File: src/hdl/comparator_defs.vh
// Purpose: Constants for the comparator control block
// Assumes: 32-bit AXI4-Lite register bus, byte addresses
// Notes: Offsets are byte addresses
`ifndef COMPARATOR_DEFS_VH
`define COMPARATOR_DEFS_VH
// Register byte addresses
`define CFG_ADDR 12'hf90
`define CTRL_ADDR 12'hf94
`define STATUS_ADDR 12'hf98
`define MASK_ADDR 12'hf9c
`define ADDR_W 12
// Config register fields
`define CFG_RESET 8'h14
`define CFG_POS_SEL_BIT 7
`define CFG_NEG_SEL_BIT 6
`define CFG_LVL_HI 5
`define CFG_LVL_LO 2
`define CFG_FINE_HI 1
`define CFG_FINE_LO 0
// Control register fields
`define CTRL_RESET 8'h00
`define CTRL_PWR_DOWN_BIT 0
`define CTRL_SHARED_SEL_BIT 6
`define CTRL_OUT_EN_BIT 1
// Status and mask fields
`define ST_CHANGE_BIT 0
`define ST_RISE_BIT 1
`define ST_FALL_BIT 2
`define ST_W 3
`define ST_RESET 3'h0
`define MASK_RESET 3'h0
// Largest reference code on the coarse scale
`define LVL_MAX 4'h8
// Bus responses
`define RESP_OKAY 2'h0
`define RESP_SLVERR 2'h2
`endif

File: src/hdl/level_sync.v
// Purpose: Two flip-flop synchroniser for one level
// Assumes: Single clock aclk
// Notes: First stage feeds only the second
module level_sync (
   // Clock and reset
   input wire aclk,
   input wire aresetn,
   // Level
   input wire async_in,
   output reg sync_out
);
   reg meta_q;
   always @(posedge aclk) begin
      if (!aresetn) begin
         meta_q <= 1'b0;
         sync_out <= 1'b0;
      end else begin
         meta_q <= async_in;
         sync_out <= meta_q;
      end
   end
endmodule // level_sync

File: src/hdl/hyst_latch.v
// Purpose: Holds the comparator level inside the hysteresis band
// Assumes: Analogue core flags above and below margin
// Notes: Cleared while powered down
module hyst_latch (
   // Clock and reset
   input wire aclk,
   input wire aresetn,
   // Analogue flags and power down
   input wire above,
   input wire below,
   input wire power_down,
   // Result
   output reg level
);
   always @(posedge aclk) begin
      if (!aresetn || power_down) begin
         level <= 1'b0;
      end else if (above && !below) begin
         level <= 1'b1;
      end else if (below && !above) begin
         level <= 1'b0;
      end
      // Neither flag: hold
   end
endmodule // hyst_latch

File: src/hdl/comparator_control.v
// Purpose: Register, routing and event logic around the comparator
// Assumes: AXI4-Lite slave, synchronous active-low reset, 200 MHz aclk
// Notes: Analogue flags arrive asynchronous and are synchronised here
`include "comparator_defs.vh"
module comparator_control #(
   parameter SMALL_PACKAGE = 0
) (
   // Clock and reset
   input wire aclk,
   input wire aresetn,
   // AXI4-Lite write address
   input wire [11:0] s_axi_awaddr,
   input wire s_axi_awvalid,
   output reg s_axi_awready,
   // AXI4-Lite write data
   input wire [31:0] s_axi_wdata,
   input wire [3:0] s_axi_wstrb,
   input wire s_axi_wvalid,
   output reg s_axi_wready,
   // AXI4-Lite write response
   output reg [1:0] s_axi_bresp,
   output reg s_axi_bvalid,
   input wire s_axi_bready,
   // AXI4-Lite read address
   input wire [11:0] s_axi_araddr,
   input wire s_axi_arvalid,
   output reg s_axi_arready,
   // AXI4-Lite read data
   output reg [31:0] s_axi_rdata,
   output reg [1:0] s_axi_rresp,
   output reg s_axi_rvalid,
   input wire s_axi_rready,
   // Analogue core
   input wire cmp_above,
   input wire cmp_below,
   output reg positive_source_select,
   output reg negative_source_select,
   output reg ref_enable,
   output reg [5:0] reference_level,
   output reg cmp_power_down,
   // Pins, shared interrupt and comparator interrupt
   input wire port_irq_pin,
   output reg cmp_out_pin,
   output reg shared_irq,
   output reg irq
);
   // Registers
   reg [7:0] comparator_config_q;
   reg [7:0] ctrl_q;
   reg [`ST_W-1:0] status_q;
   reg [`ST_W-1:0] mask_q;
   reg [11:0] waddr_q;
   reg [31:0] wdata_q;
   reg [3:0] wstrb_q;
   reg have_aw_q;
   reg have_w_q;
   reg result_prev_q;
   wire level_raw;
   wire result;
   reg [7:0] cfg_wr;
   reg [`ST_W-1:0] events;
   reg [31:0] rd_word;
   reg rd_hit;
   wire wr_fire;
   wire wr_hit;

   // Hysteresis latch
   hyst_latch u_hyst (
      .aclk(aclk),
      .aresetn(aresetn),
      .above(cmp_above),
      .below(cmp_below),
      .power_down(ctrl_q[`CTRL_PWR_DOWN_BIT]),
      .level(level_raw)
   );

   // Into the bus clock domain
   level_sync u_sync (
      .aclk(aclk),
      .aresetn(aresetn),
      .async_in(level_raw),
      .sync_out(result)
   );

   // Write channel capture, either order
   assign wr_fire = have_aw_q && have_w_q && !s_axi_bvalid;
   assign wr_hit = (waddr_q == `CFG_ADDR) || (waddr_q == `CTRL_ADDR) ||
      (waddr_q == `STATUS_ADDR) || (waddr_q == `MASK_ADDR);

   always @(posedge aclk) begin
      if (!aresetn) begin
         s_axi_awready <= 1'b0;
         s_axi_wready <= 1'b0;
         have_aw_q <= 1'b0;
         have_w_q <= 1'b0;
         waddr_q <= 12'h000;
         wdata_q <= 32'h00000000;
         wstrb_q <= 4'h0;
         s_axi_bvalid <= 1'b0;
         s_axi_bresp <= `RESP_OKAY;
      end else begin
         s_axi_awready <= !have_aw_q && !s_axi_awready && s_axi_awvalid;
         s_axi_wready <= !have_w_q && !s_axi_wready && s_axi_wvalid;
         if (s_axi_awvalid && s_axi_awready) begin
            have_aw_q <= 1'b1;
            waddr_q <= s_axi_awaddr;
         end
         if (s_axi_wvalid && s_axi_wready) begin
            have_w_q <= 1'b1;
            wdata_q <= s_axi_wdata;
            wstrb_q <= s_axi_wstrb;
         end
         if (wr_fire) begin
            have_aw_q <= 1'b0;
            have_w_q <= 1'b0;
            s_axi_bvalid <= 1'b1;
            s_axi_bresp <= wr_hit ? `RESP_OKAY : `RESP_SLVERR;
         end else if (s_axi_bvalid && s_axi_bready) begin
            s_axi_bvalid <= 1'b0;
         end
      end
   end

   // Config write value; fine bits kept zero on larger packages
   always @* begin
      cfg_wr = wdata_q[7:0];
      if (SMALL_PACKAGE == 0) begin
         cfg_wr[`CFG_FINE_HI:`CFG_FINE_LO] = 2'b00;
      end
   end

   // Hardware events
   always @* begin
      events = {`ST_W{1'b0}};
      events[`ST_CHANGE_BIT] = result ^ result_prev_q;
      events[`ST_RISE_BIT] = result & ~result_prev_q;
      events[`ST_FALL_BIT] = ~result & result_prev_q;
   end

   // Register file
   always @(posedge aclk) begin
      if (!aresetn) begin
         comparator_config_q <= `CFG_RESET;
         ctrl_q <= `CTRL_RESET;
         mask_q <= `MASK_RESET;
         status_q <= `ST_RESET;
         result_prev_q <= 1'b0;
      end else begin
         result_prev_q <= result;
         if (wr_fire && wstrb_q[0]) begin
            if (waddr_q == `CFG_ADDR) begin
               comparator_config_q <= cfg_wr;
            end
            if (waddr_q == `CTRL_ADDR) begin
               ctrl_q <= wdata_q[7:0];
            end
            if (waddr_q == `MASK_ADDR) begin
               mask_q <= wdata_q[`ST_W-1:0];
            end
         end
         // Set wins over write-one-to-clear
         if (wr_fire && wstrb_q[0] && waddr_q == `STATUS_ADDR) begin
            status_q <= (status_q & ~wdata_q[`ST_W-1:0]) | events;
         end else begin
            status_q <= status_q | events;
         end
      end
   end

   // Read channel
   always @* begin
      rd_word = 32'h00000000;
      rd_hit = 1'b1;
      case (s_axi_araddr)
         `CFG_ADDR: rd_word[7:0] = comparator_config_q;
         `CTRL_ADDR: rd_word[7:0] = ctrl_q;
         `STATUS_ADDR: rd_word = {28'h0000000, result, status_q};
         `MASK_ADDR: rd_word[`ST_W-1:0] = mask_q;
         default: rd_hit = 1'b0;
      endcase
   end

   always @(posedge aclk) begin
      if (!aresetn) begin
         s_axi_arready <= 1'b0;
         s_axi_rvalid <= 1'b0;
         s_axi_rdata <= 32'h00000000;
         s_axi_rresp <= `RESP_OKAY;
      end else begin
         s_axi_arready <= !s_axi_arready && !s_axi_rvalid && s_axi_arvalid;
         if (s_axi_arvalid && s_axi_arready) begin
            s_axi_rvalid <= 1'b1;
            s_axi_rdata <= rd_word;
            s_axi_rresp <= rd_hit ? `RESP_OKAY : `RESP_SLVERR;
         end else if (s_axi_rvalid && s_axi_rready) begin
            s_axi_rvalid <= 1'b0;
         end
      end
   end

   // Analogue controls and outputs
   always @(posedge aclk) begin
      if (!aresetn) begin
         positive_source_select <= 1'b0;
         negative_source_select <= 1'b0;
         ref_enable <= 1'b0;
         reference_level <= 6'h00;
         cmp_power_down <= 1'b0;
         cmp_out_pin <= 1'b0;
         shared_irq <= 1'b0;
         irq <= 1'b0;
      end else begin
         positive_source_select <= comparator_config_q[`CFG_POS_SEL_BIT];
         negative_source_select <= comparator_config_q[`CFG_NEG_SEL_BIT];
         ref_enable <= comparator_config_q[`CFG_NEG_SEL_BIT];
         reference_level <= comparator_config_q[`CFG_LVL_HI:`CFG_FINE_LO];
         cmp_power_down <= ctrl_q[`CTRL_PWR_DOWN_BIT];
         cmp_out_pin <= ctrl_q[`CTRL_OUT_EN_BIT] & result;
         shared_irq <= ctrl_q[`CTRL_SHARED_SEL_BIT] ? result : port_irq_pin;
         irq <= |(status_q & mask_q);
      end
   end
endmodule // comparator_control

File: config.mk
export PLATFORM = sky130hd
export DESIGN_NAME = comparator_control
export DESIGN_NICKNAME = d
export VERILOG_FILES = /design/src/hdl/level_sync.v /design/src/hdl/hyst_latch.v /design/src/hdl/comparator_control.v
export VERILOG_INCLUDE_DIRS = /design/src /design/src/hdl
export SDC_FILE = /design/constraint.sdc
export NUM_CORES = 1
export LEC_CHECK = 0
export BUFFER_PORTS_ARGS = -buffer_cell sky130_fd_sc_hd__buf_2
export CAP_MARGIN = 20
export CORE_ASPECT_RATIO = 2
export CORE_MARGIN = 8
export CORE_UTILIZATION = 50
export CTS_BUF_LIST = sky130_fd_sc_hd__clkbuf_8
export DETAILED_ROUTE_END_ITERATION = 8
export PLACE_DENSITY_LB_ADDON = 0.15
export SETUP_SLACK_MARGIN = 0.15
export SLEW_MARGIN = 40
export SYNTH_ARGS = -nofsm -noshare
export SYNTH_HDL_FRONTEND = slang
export SYNTH_SLANG_ARGS = --single-unit
File: constraint.sdc
create_clock -name aclk -period 1.9 [get_ports aclk]
set_input_delay 0.19 -clock aclk [delete_from_list [all_inputs] [get_ports aclk]]
set_output_delay 0.19 -clock aclk [all_outputs]
set_load 0.01 [all_outputs]
### Word-level counts from Yosys, hierarchy flattened

Cells that the tools add are included.

| storage, ports and cells | value |
|---|---|
| bits in registers | 74 |
| bits of input ports | 70 |
| logic and storage cells | 101 |

| cells by class | value |
|---|---|
| eq/ne operators | 8 |
| mux-type cells | 13 |
| bitwise operators | 12 |
| reduce and logical (&&, ||, !) cells | 40 |

Operators with widths:

| kind | number |
|---|---|
| $eq 12x12->1 const B | 8 |
| $logic_and 1x1->1 | 17 |
| $pmux 5 s3 | 1 |
| $pmux 3 s4 | 1 |
| $logic_not 1->1 | 10 |
| $mux 1 | 8 |
| $and 3x3->3 | 2 |
| $or 3x3->3 | 2 |
| $reduce_and 2->1 | 3 |
| $reduce_bool 2->1 | 3 |
| $logic_or 1x1->1 | 4 |
| $mux 2 | 2 |
| $reduce_or 4->1 | 1 |
| $and 1x1->1 | 3 |
| $mux 3 | 1 |
| $not 1->1 | 3 |
| $not 3->3 | 1 |
| $reduce_or 3->1 | 1 |
| $reduce_or 2->1 | 1 |
| $xor 1x1->1 | 1 |

### Longest topological paths before layout

| depth | value |
|---|---|
| depth after elaboration | 5 |
| depth in mapped cells | 5 |

### Modules after synthesis

A second synthesis with hierarchy kept.

| second synthesis, totals | value |
|---|---|
| cells, all modules | 330 |
| area total of the unflattened synthesis | 2,985.4 um^2 |

Modules (own cells, without submodules):

| module | instances | cells each | area an instance (um^2) | seq. area each (um^2) |
|---|---|---|---|---|
| comparator_control | 1 | 321 | 2,874.0 | 1,381.3 |
| hyst_latch | 1 | 5 | 58.8 | 20.0 |
| level_sync | 1 | 4 | 52.6 | 40.0 |

### Least setup slack after synthesis

Ideal clock, no wire load.

| path | value |
|---|---|
| path kind | register to register |
| start | register wstrb_q[0] |
| end | register comparator_config_q[2] |
| library setup time | 0.122 ns |
| arrival | 1.276 ns |
| setup slack | 0.502 ns |
| stages on the path, launching flop included | 6 |
| period minus slack after synthesis | 1.398 ns |
| cells stage by stage | dfxtp_1 -> and4b_1 -> and4_1 -> buf_6 -> a21boi_2 -> a311o_1 |

| between the ends | value |
|---|---|
| longest elaborated chain between the ends | 2 |

Ends and longest elaborated chain:

| item | RTL line | source |
|---|---|---|
| start: declaration | comparator_control.v:54 | `reg [3:0] wstrb_q;` |
| start signal: assignment | comparator_control.v:111 | `wstrb_q <= s_axi_wstrb;` |
| $logic_and 1x1->1 | comparator_control.v:150 | `if (wr_fire && wstrb_q[0]) begin` |
| $reduce_and 2->1 (no source line) | -- |  |
| end signal: assignment | comparator_control.v:143 | `` comparator_config_q <= `CFG_RESET; `` |
| end signal: assignment | comparator_control.v:152 | `comparator_config_q <= cfg_wr;` |
| end: declaration | comparator_control.v:48 | `reg [7:0] comparator_config_q;` |

No other way between the ends.
A chain may end at the register's enable or synchronous reset.

### Final worst setup path

| path | value |
|---|---|
| start | register waddr_q[6] |
| end | register ctrl_q[3] |

| between the ends | value |
|---|---|
| longest elaborated chain between the ends | 2 |

Ends and longest elaborated chain:

| item | RTL line | source |
|---|---|---|
| start: declaration | comparator_control.v:52 | `reg [11:0] waddr_q;` |
| start signal: assignment | comparator_control.v:106 | `waddr_q <= s_axi_awaddr;` |
| $eq 12x12->1 (no source line) | -- |  |
| $reduce_and 2->1 (no source line) | -- |  |
| end signal: assignment | comparator_control.v:144 | `` ctrl_q <= `CTRL_RESET; `` |
| end signal: assignment | comparator_control.v:155 | `ctrl_q <= wdata_q[7:0];` |
| end: declaration | comparator_control.v:49 | `reg [7:0] ctrl_q;` |

No other way between the ends.

==> impl_metrics.ini <==
[detailed_routing]
first_pass_iters = 4
antenna_left = 0
first_iter_violations = 94
vias = 2370
wl_per_cell_um = 14.07
drc_errors = 0
routed_via_density = 5.075
wl_um = 6571

[global_routing]
grtUsageMet2 = 0.2622
use_met3 = 0.04372
grt_overflow_total = 0
use_met1 = 0.1555
grt_pass1_wl_um = 10940
antenna_found_initial = 0
grt_pass1_vias = 2420
busiest_layer = met2
grt_max_degree = 39
grt_usage = 0.1513

[cells_and_area]
final_nets = 473
area_growth_pct = 14.94
antenna_cells = 0
drive_above_1_share = 0.2401
stdcell_area_um2 = 3475

[logic_synthesis]
avgSynthCellArea_um2 = 9.024
netlist.area_leader.share = 0.4768
synth_edf_count = 0
synth_warnings = 0
seq_area_frac_synth = 0.4768
async_flop_share = 0
synthCells = 335
ys_types = 41
synth_area_um2 = 3023
synth_flop_cell = dfxtp_1
synth_common_cells = dfxtp_1 (72), nand2_1 (71), a21oi_1 (29), buf_4 (29), mux2i_1 (19)
ys_seq_elements = 72
synth.largest_area_cell = dfxtp_1
synth_most_common_cell = dfxtp_1
ys_top_cells_by_area = dfxtp_1 (48%), nand2_1 (8.8%), buf_4 (7.2%), mux2i_1 (6.3%), a21oi_1 (4.8%)

[clocking]
cts_inserted_buffers = 9
post-cts-setup-buffer-count = 0
clockBufferDepth = 2
h-tree-depth = 3
clk_pin_slew_ns = 0.07
hold_buffers = 0
cts_root_buf = clkbuf_8
clkLatencyLatePin_ns = 0.35
cts-resized-gates = 0
cts_tree = built
cts.sinks = 72

[critical_path]
cp_max_fo = 8
cp_top_family = simple AND/OR/NAND/NOR gates
setup.worst_path.start = waddr_q[6]
rr_startpoint = waddr_q[6]
cpPeakStageDelay_ns = 0.35
criticalPathCategory = reg2reg
endpoint_kind = flip-flop
cp_data_required_time_ns = 2.13
start_kind = flip-flop
cpMaxStageDelayCell = and4b_1
arrival_ns = 1.82
crit_buf_inv = 0
path_cells = and4b_1 > nor3b_2 > nand4_4 > mux2i_1

[pwr]
peakVddDrop_v = 0.0005731
power_density_nw_per_um2 = 835.3
power_leakage_uw = 0.001632

[hold_path]
hold_path.class = in2reg
hp-start = s_axi_wdata[3]

[timing]
finalClockSkew_ns = 0.008426
fmax_mhz = 629.4
worst_pin_slew_ns = 0.5750
setup_tns_ns = 0
timing.final.max_slew_violations = 0
relSlewSlack = 0.6161
rsz0062_at_grt = false
hold_viol = 0
period_share = 0.8362
fin_crit_ns = 1.589
setup_viol_count_final = 0

[die]
chipHeight_um = 126.0
die_w_um = 70.98
std_cell_rows = 40
core_um2 = 5906
start_util = 0.5119
die-area_um2 = 8941
io_pins = 124

[place]
gp_congestion = 0.7823
dp_hpwl_um = 5021
io_buffers = 68
post_dp_cell_area_um2 = 3288

[job]
cap_violations = 0

[run_status]
run_status = finished, final reports clean
==> path summary, 6_finish.rpt <==
path | endpoint | depth (start not counted) | slack (ns)
max | ctrl_q[3] | 4 | 0.31
min | wdata_q[3] | 3 | 0.08
max reg2reg | ctrl_q[3] | 4 | 0.31
min reg2reg | u_sync.sync_out | 1 | 0.44
==> layout make-up <==
class	instances	area, µm²
repair buffers	72	370.4
clock buffers	10	137.6
flip-flops and latches	72	1441
multi-input cells	233	1353
fillers	572	2431
inverters	12	45.04
clock inverters	5	48.80
well taps	63	78.83
==> cells by family after synthesis <==
kind of cell / count (synthesis) / synth area share
other: 1 / 0.001241
buffers and inverters: 57 / 0.1093
flip-flops: 72 / 0.4768
AND/OR/NAND/NOR: 126 / 0.2185
adder cells (fa/ha/maj): 3 / 0.01242
multiplexers: 20 / 0.07036
AO/OA/AOI/OAI: 56 / 0.1113
==> tightest hold or removal path: stages <==
cell and delay [ns]:
buf_2 0.09, nand2_1 0.05, a21oi_1 0.05
==> flip-flops by register name, summed over array words and instances, names as in the netlist, 3 cells and up <==
register,cells
mask_q,3
status_q,3
waddr_q,12
s_axi_rdata,8
comparator_config_q,6
wdata_q,8
ctrl_q,8
reference_level,4
==> through the flow <==
stage               hold WS [ns]  setup slack (ns)  power [µW]  cells  utilization
global placement          0.4224            0.3474        1781    452       0.5568
finish                   0.07630            0.3113        2902    467       0.5883
CTS                      0.06163            0.2912        2929    467       0.5883
floorplan                 0.3083            0.5022        1750    362            -
detailed placement        0.4276            0.3082        1785    452       0.5568
global route             0.07541            0.1855        3017    467       0.5883
==> placed cells by master, fill, tap and decap left out, types with 4 or more instances in the layout <==
master	count
clkbuf_8	10
buf_4	4
dfxtp_1	72
buf_2	68
nand2_1	71
nor2_1	10
nand4_1	4
mux2i_1	19
a21oi_1	29
nand3_1	4
and2_1	8
nor3_1	8
inv_1	12
a31oi_1	4
conb_1	28
o21ai_0	11
==> metal layers <==
| metal | part of all wire | up-vias |
|---|---|---|
| li1 | - | 1214 |
| met4 | 0.018 | 0 |
| met2 | 0.52 | 70 |
| met3 | 0.064 | 7 |
| met5 | 0 | - |
| met1 | 0.40 | 1079 |
==> power breakdown <==
group          leakage [µW]  total (µW)  internal [µW]  switching [µW]
sequential         0.000583        1560           1540            22.6
combinational      0.000945         191           72.6             118
clock              0.000103        1150            623             528
total               0.00163        2900           2230             669
Power figures use the tool's default switching activity.
